[config.mk]
export PLATFORM = sky130hd
export DESIGN_NAME = sar_sysregs
export DESIGN_NICKNAME = d
export VERILOG_FILES = /design/src/inc/sar_pkg.sv /design/src/hw/sar_nibble_reg.sv /design/src/hw/sar_sysregs.sv
export VERILOG_INCLUDE_DIRS = /design/src /design/src/inc
export SDC_FILE = /design/constraint.sdc
export NUM_CORES = 1
export LEC_CHECK = 0
export BUFFER_PORTS_ARGS = -buffer_cell sky130_fd_sc_hd__buf_2
export CAP_MARGIN = 20
export CORE_ASPECT_RATIO = 1.5
export CORE_MARGIN = 3
export CORE_UTILIZATION = 43
export CTS_CLUSTER_SIZE = 10
export DETAILED_ROUTE_END_ITERATION = 16
export PLACE_DENSITY = 0.82
export SLEW_MARGIN = 20
export SYNTH_ARGS = -nofsm -noshare
export SYNTH_HDL_FRONTEND = slang
export SYNTH_HIERARCHICAL = 1
export SYNTH_SLANG_ARGS = --single-unit
[constraint.sdc]
create_clock -name mclk -period 2.3 [get_ports mclk]
set_input_delay 0.23 -clock mclk [delete_from_list [all_inputs] [get_ports mclk]]
set_output_delay 0.23 -clock mclk [all_outputs]
set_load 0.005 [all_outputs]
[src/inc/sar_defs.svh]
`ifndef SAR_DEFS_SVH
`define SAR_DEFS_SVH

// system register locations, identical in every bank
`define SAR_ADDR_PAP3     7'h74
`define SAR_ADDR_PAP2     7'h75
`define SAR_ADDR_PAP1     7'h76
`define SAR_ADDR_PAP0     7'h77
`define SAR_ADDR_WINDOW   7'h78
`define SAR_ADDR_BANK     7'h79

// reset values
`define SAR_PAP_RST       16'h0000
`define SAR_BANK_RST      4'h0
`define SAR_WINDOW_POR    4'h0

// widths
`define SAR_NIB_W         4
`define SAR_PAP_W         16
`define SAR_ADDR_W        7
`define SAR_STACK_IDX_W   3

`endif

[src/inc/sar_pkg.sv]
package sar_pkg;

  // one-hot-free instruction code seen by this block
  typedef enum logic [3:0] {
    SAR_OP_NONE      = 4'h0,
    SAR_OP_TABLE_RD  = 4'h1,
    SAR_OP_SAVE      = 4'h2,
    SAR_OP_RESTORE   = 4'h3,
    SAR_OP_IND_JUMP  = 4'h4,
    SAR_OP_IND_CALL  = 4'h5,
    SAR_OP_STEP      = 4'h6,
    SAR_OP_RF_READ   = 4'h7,
    SAR_OP_RF_WRITE  = 4'h8,
    SAR_OP_DBF_LOAD  = 4'h9,
    SAR_OP_DBF_STORE = 4'ha
  } sar_op_e;

  // data memory access from the decoder
  typedef struct packed {
    logic       wr;
    logic       rd;
    logic [6:0] addr;
    logic [3:0] wdata;
  } sar_dm_req_s;

  // stack port toward the address stack
  typedef struct packed {
    logic        wr;
    logic [2:0]  idx;
    logic [15:0] wdata;
  } sar_stack_req_s;

  // program counter load request
  typedef struct packed {
    logic        jump;
    logic        call;
    logic [15:0] target;
  } sar_pc_req_s;

endpackage
[src/hw/sar_nibble_reg.sv]
`timescale 1ns/10ps
`include "sar_defs.svh"

// one 4-bit system register cell with reset choice and load
module sar_nibble_reg #(
  parameter logic [3:0] RST_VAL = 4'h0,
  parameter bit         HAS_RST = 1'b1
) (
  // clock and resets
  input  wire logic       mclk,
  input  wire logic       rst,
  input  wire logic       sys_clr,
  // load
  input  wire logic       ld,
  input  wire logic [3:0] ld_val,
  // value
  output logic [3:0]      val_q
);

  logic [3:0] val_d;

  // synchronous clears win over loads
  assign val_d = (HAS_RST && sys_clr) ? RST_VAL : (ld ? ld_val : val_q);

  always_ff @(posedge mclk or posedge rst) begin
    if (rst) begin
      val_q <= RST_VAL;
    end else begin
      val_q <= val_d;
    end
  end

endmodule

[src/hw/sar_sysregs.sv]
`timescale 1ns/10ps
`include "sar_defs.svh"

module sar_sysregs
  import sar_pkg::*;
#(
  parameter int PAP_W = 16,
  parameter int SIDX_W = 3
) (
  // clock and resets
  input  wire logic                 mclk,
  input  wire logic                 rst,
  input  wire logic                 wdt_stack_fault_reset,
  input  wire logic                 chip_enable_reset,
  // clock stop has no effect on state here
  input  wire logic                 clock_stop,
  // instruction from decoder
  input  wire sar_op_e              op,
  input  wire logic [6:0]           rf_addr,
  // data memory access
  input  wire sar_dm_req_s          dm_req,
  output logic [3:0]                dm_rdata,
  output logic                      dm_hit,
  output logic [3:0]                dm_bank,
  // program memory table read
  output logic [PAP_W-1:0]          pm_addr,
  output logic                      pm_rd,
  input  wire logic [15:0]          pm_rdata,
  // data buffer
  input  wire logic [15:0]          data_buffer_rdata,
  output logic [15:0]               data_buffer_wdata,
  output logic                      data_buffer_wr,
  // stack
  input  wire logic [SIDX_W-1:0]    stack_index,
  output logic [SIDX_W-1:0]         stack_index_d,
  output logic                      stack_index_wr,
  output sar_stack_req_s            stack_req,
  input  wire logic [15:0]          stack_rdata,
  // program counter
  output sar_pc_req_s               pc_req,
  // register file
  output logic [6:0]                register_file_addr,
  output logic                      register_file_rd,
  output logic                      register_file_wr,
  output logic [3:0]                register_file_wdata,
  input  wire logic [3:0]           register_file_rdata
);

  // ----------------------------------------------------------------
  // decode
  // ----------------------------------------------------------------
  logic        sys_clr;
  logic [15:0] pap;
  logic [15:0] pap_next;
  logic        pap_ld;
  logic [3:0]  window_q;
  logic        window_ld;
  logic [3:0]  window_val;
  logic [3:0]  bank_q;
  logic        bank_ld;
  logic [3:0]  nib_ld;
  logic        dm_wr_pap;
  logic [15:0] pap_step;
  logic [SIDX_W-1:0] sidx_dec;

  assign sys_clr = wdt_stack_fault_reset | chip_enable_reset;

  assign dm_hit = (dm_req.rd | dm_req.wr) &&
                  (dm_req.addr >= `SAR_ADDR_PAP3) && (dm_req.addr <= `SAR_ADDR_BANK);

  // bank value drives bank select straight
  assign dm_bank = bank_q;

  // carry out of bit 15 dropped, wraps to zero
  assign pap_step = pap + 16'h0001;

  assign sidx_dec = stack_index - SIDX_W'(1);

  assign pap_next = (op == SAR_OP_STEP)      ? pap_step :
                    (op == SAR_OP_RESTORE)   ? stack_rdata :
                    data_buffer_rdata;
  assign pap_ld   = (op == SAR_OP_STEP) || (op == SAR_OP_RESTORE) ||
                    (op == SAR_OP_DBF_LOAD);

  // data memory writes reach each nibble except during a pointer load
  assign dm_wr_pap = dm_req.wr && !pap_ld;
  assign nib_ld[3] = dm_wr_pap && (dm_req.addr == `SAR_ADDR_PAP3);
  assign nib_ld[2] = dm_wr_pap && (dm_req.addr == `SAR_ADDR_PAP2);
  assign nib_ld[1] = dm_wr_pap && (dm_req.addr == `SAR_ADDR_PAP1);
  assign nib_ld[0] = dm_wr_pap && (dm_req.addr == `SAR_ADDR_PAP0);

  // ----------------------------------------------------------------
  // pointer nibbles
  // ----------------------------------------------------------------
  // msb nibble at lowest location
  genvar gi;
  generate
    for (gi = 0; gi < 4; gi++) begin : g_nib
      sar_nibble_reg #(
        .RST_VAL (4'h0),
        .HAS_RST (1'b1)
      ) u_nib (
        .mclk    (mclk),
        .rst     (rst),
        .sys_clr (sys_clr),
        .ld      (pap_ld | nib_ld[gi]),
        .ld_val  (pap_ld ? pap_next[gi*4 +: 4] : dm_req.wdata),
        .val_q   (pap[gi*4 +: 4])
      );
    end
  endgenerate

  // ----------------------------------------------------------------
  // window and bank
  // ----------------------------------------------------------------
  // register-file read fills window
  assign window_ld  = (op == SAR_OP_RF_READ) ||
                      (dm_req.wr && dm_req.addr == `SAR_ADDR_WINDOW);
  assign window_val = (op == SAR_OP_RF_READ) ? register_file_rdata : dm_req.wdata;

  // window kept through system resets; power-on value SAR_WINDOW_POR (0)
  sar_nibble_reg #(
    .RST_VAL (`SAR_WINDOW_POR),
    .HAS_RST (1'b0)
  ) u_window (
    .mclk    (mclk),
    .rst     (rst),
    .sys_clr (sys_clr),
    .ld      (window_ld),
    .ld_val  (window_val),
    .val_q   (window_q)
  );

  assign bank_ld = dm_req.wr && (dm_req.addr == `SAR_ADDR_BANK);

  // cleared by all resets, kept on stop
  sar_nibble_reg #(
    .RST_VAL (`SAR_BANK_RST),
    .HAS_RST (1'b1)
  ) u_bank (
    .mclk    (mclk),
    .rst     (rst),
    .sys_clr (sys_clr),
    .ld      (bank_ld),
    .ld_val  (dm_req.wdata),
    .val_q   (bank_q)
  );

  // ----------------------------------------------------------------
  // read back
  // ----------------------------------------------------------------
  logic [3:0] rd_mux;

  assign rd_mux = (dm_req.addr == `SAR_ADDR_PAP3)   ? pap[15:12] :
                  (dm_req.addr == `SAR_ADDR_PAP2)   ? pap[11:8]  :
                  (dm_req.addr == `SAR_ADDR_PAP1)   ? pap[7:4]   :
                  (dm_req.addr == `SAR_ADDR_PAP0)   ? pap[3:0]   :
                  (dm_req.addr == `SAR_ADDR_WINDOW) ? window_q   :
                  (dm_req.addr == `SAR_ADDR_BANK)   ? bank_q     : 4'h0;
  assign dm_rdata = dm_hit ? rd_mux : 4'h0;

  // ----------------------------------------------------------------
  // outward requests
  // ----------------------------------------------------------------
  // table read from pointer into data buffer
  assign pm_addr = pap;
  assign pm_rd   = (op == SAR_OP_TABLE_RD);

  // data buffer gets table word or pointer
  assign data_buffer_wr    = (op == SAR_OP_TABLE_RD) || (op == SAR_OP_DBF_STORE);
  assign data_buffer_wdata = (op == SAR_OP_TABLE_RD) ? pm_rdata : pap;

  // decrement index, write at new index
  assign stack_index_wr = (op == SAR_OP_SAVE) || (op == SAR_OP_RESTORE);
  assign stack_index_d  = (op == SAR_OP_SAVE) ? sidx_dec : stack_index + SIDX_W'(1);
  assign stack_req.wr    = (op == SAR_OP_SAVE);
  assign stack_req.idx   = sidx_dec;
  assign stack_req.wdata = pap;

  assign pc_req.jump   = (op == SAR_OP_IND_JUMP);
  assign pc_req.call   = (op == SAR_OP_IND_CALL);
  assign pc_req.target = pap;

  assign register_file_addr  = rf_addr;
  assign register_file_rd    = (op == SAR_OP_RF_READ);
  assign register_file_wr    = (op == SAR_OP_RF_WRITE);
  assign register_file_wdata = window_q;

endmodule

==> flow_summary.ini <==
[pwr]
pwr_density_cell_mw_per_mm2 = 354
pwr-share-clk_pct = 30.6
p_sw_share_pct = 30.9
power_frac_comb_pct = 32.2
irDropWorstVdd_uv = 244
p_int_w = 0.000879
power.total_w = 0.00127
p_switching_w = 0.000393
total_leakage_power_nw = 1.87
seqPwrFrac_pct = 37.2

[final_layout]
area.growth.synth_to_final_pct = 20.8
fin_util_pct = 54.3
mostFrequentLayoutCells = 166 x buf_2, 34 x nor2_1, 28 x mux2i_1
drive_gt1_share_pct = 44.4
mostFrequentLayoutCell = buf_2
fin_cells = 556
nets = 568
n_antenna_cell = 0

[global_routing]
grt_pass1_wl_mm = 14.3
grt_max_degree = 24
grt-ovfl-total = 0
grt_use_total_pct = 23.0
grt_pass1_vias = 2939
antenna_found_initial = 0

[synth]
yosysWarnings = 6
synth-seq-cells = 24
synth_nets = 449
syn_avg_cell_area_um2 = 8.22
synth-edff-count = 0
synthArstFlopShare_pct = 100
seq_area_frac_synth_pct = 20.2
synthDistinctLibCells = 62
synth_flop_cell = dfrtp_1
syn_inst = 362
synthesis.area_mm2 = 0.00297

[clock_tree]
numCtsBuffers = 3
root_buffer = clkbuf_8
clkSinkCount = 24
cts_resized = 0
clk_pin_slew_worst_paths_ps = 90
cts_tree = yes
clock_latency_ps = 280
hold_buffers = 1
post_cts_buffers = 0
htreeDepth = 1
clk_path_buf_depth = 2

[setup_path]
cp-end-kind = flip-flop
reg2reg_to = g_nib[3].u_nib/val_q[2]
r2r_cells = 7
cp_num_buf_inv = 0
required_ps = 2520
slowest_delay_ps = 530
crit_chain = ha_1 -> and3_1 -> nand3_2 -> or4_1 -> nand3_1 -> mux2i_1 -> nor2_1
reg2reg_from = g_nib[0].u_nib/val_q[0]
cp.depth = 7
startpoint = g_nib[0].u_nib/val_q[0]
worstPathArrival_ps = 2300
reg2reg_setup_slack_ps = 220
crit_type = reg2reg
crit_fanout = 10
crit_path_top_delay_cell = dfrtp_1
cp-start-kind = flip-flop
crit_family = simple AND/OR/NAND/NOR gates
endpoint = g_nib[3].u_nib/val_q[2]

[die]
die_area_mm2 = 0.00797
row_count = 36
ios = 182
initial_core_util_pct = 44.9
die_y_um = 108
core-area_mm2 = 0.00662
chipWidth_um = 73.9

[sta]
timing.final.crit_share_pct = 90.5
worstMarginPinSlew_ps = 585
finalHoldViolCount = 0
max_freq_mhz = 481
finalSetupViolCount = 0
min_period_ps = 2080
fin_setup_tns_ps = 0
hold_slack_ps = 263
rsz0062_at_grt = no
slew_headroom_pct = 60.7
clock_skew_ps = 2.28
final_max_slew_viol_count = 0

[routing]
post_drt_wl_per_cell_um = 17.6
routed_wl_mm = 9.77
detail_route.drc_violations = 0
antenna_left = 0
drtPass1Iterations = 5
drt_iter0_drc = 283
vias = 3132
vias_per_cell = 5.63

[placed_design]
gp_congestion = 0.978
portBuffers = 166
placed_cells = 551
hpwlAfterDp_mm = 7.85

[status]
status = finished, final reports clean

[min_path]
hp-class = in2reg

[job]
drv_cap = 0
area by class of cell:
type / count / area, µm²
Clock inverter: 1 / 30.0
Sequential cell: 24 / 601
Clock buffer: 3 / 41.3
Fill cell: 648 / 3030
Multi-Input combinational cell: 254 / 1820
Tap cell: 76 / 95.1
Inverter: 19 / 71.3
Timing Repair Buffer: 179 / 931
metrics by stage:
step | worst slack [ps] | instance area, µm²
floorplan | 518 | 2970
global placement | 285 | 3510
detailed placement | 235 | 3510
CTS | 206 | 3590
global route | 77.8 | 3590
finish | 219 | 3590
cells by family after synthesis:
kind of cell               share of synthesized area [%]
adders and majority gates                           1.26
AOI/OAI and AO/OA                                   17.2
and+or+nand+nor                                     23.3
muxes                                               15.9
DFF                                                 20.2
buffers and inverters                               18.7
xor gates and xnor gates                            3.53
power groups by stage:
stage          logic [W]  registers (W)  clock network [W]
3_5_place_dp    0.000405       0.000481                  0
4_1_cts         0.000408       0.000473           0.000390
2_1_floorplan   0.000256       0.000478                  0
5_1_grt         0.000445       0.000476           0.000407
6_report        0.000410       0.000473           0.000389
3_3_place_gp    0.000395       0.000480                  0
layer usage:
| metal | GRT usage [%] | vias up | routed length (µm) |
|---|---|---|---|
| met5 | 0 | - | 0 |
| met4 | 7.12 | 0 | 197 |
| met3 | 2.99 | 15 | 756 |
| met2 | 42.6 | 160 | 5200 |
| met1 | 26.4 | 1467 | 3610 |
| li1 | - | 1490 | - |
cell usage after synthesis, types with 5 or more instances:
cell / count / area share (%)
xnor2_1: 9 / 2.7
nand2_1: 25 / 3.2
a211oi_1: 8 / 2.0
and3_1: 5 / 1.1
inv_1: 18 / 2.3
dfrtp_1: 24 / 20
mux2i_1: 28 / 9.4
nand3_1: 6 / 1.0
o21ai_0: 21 / 3.5
o31ai_1: 7 / 1.8
clkbuf_2: 6 / 1.0
nor2b_1: 8 / 1.7
buf_6: 6 / 2.3
buf_4: 43 / 11
mux2_2: 16 / 6.1
a21oi_1: 8 / 1.3
nor2_1: 34 / 4.3
nand2b_1: 7 / 1.5
worst min-delay path by stage:
stage,from,endpoint,slack [ps],cells after the start
2_1_floorplan,rst,g_nib[0].u_nib/val_q[0],-4,1
3_3_place_gp,rst,u_bank/val_q[3],210,2
3_5_place_dp,rst,g_nib[2].u_nib/val_q[2],210,2
4_1_cts,dm_req[1],u_bank/val_q[1],260,3
5_1_grt,dm_req[3],u_bank/val_q[3],270,3
6_report,dm_req[1],u_bank/val_q[1],260,3
flip-flops by register name, indices dropped and copies added, names as in the netlist:
register / cells
g_nib.u_nib/val_q: 16
u_bank/val_q: 4
u_window/val_q: 4
worst register-to-register path, stage by stage (launching register included):
cell     delay [ps]
dfrtp_1         530
ha_1            260
and3_1          330
nand3_2         140
or4_1           490
nand3_1         100
mux2i_1          80
nor2_1           90
Note: power is estimated with default switching activity, not from simulation.
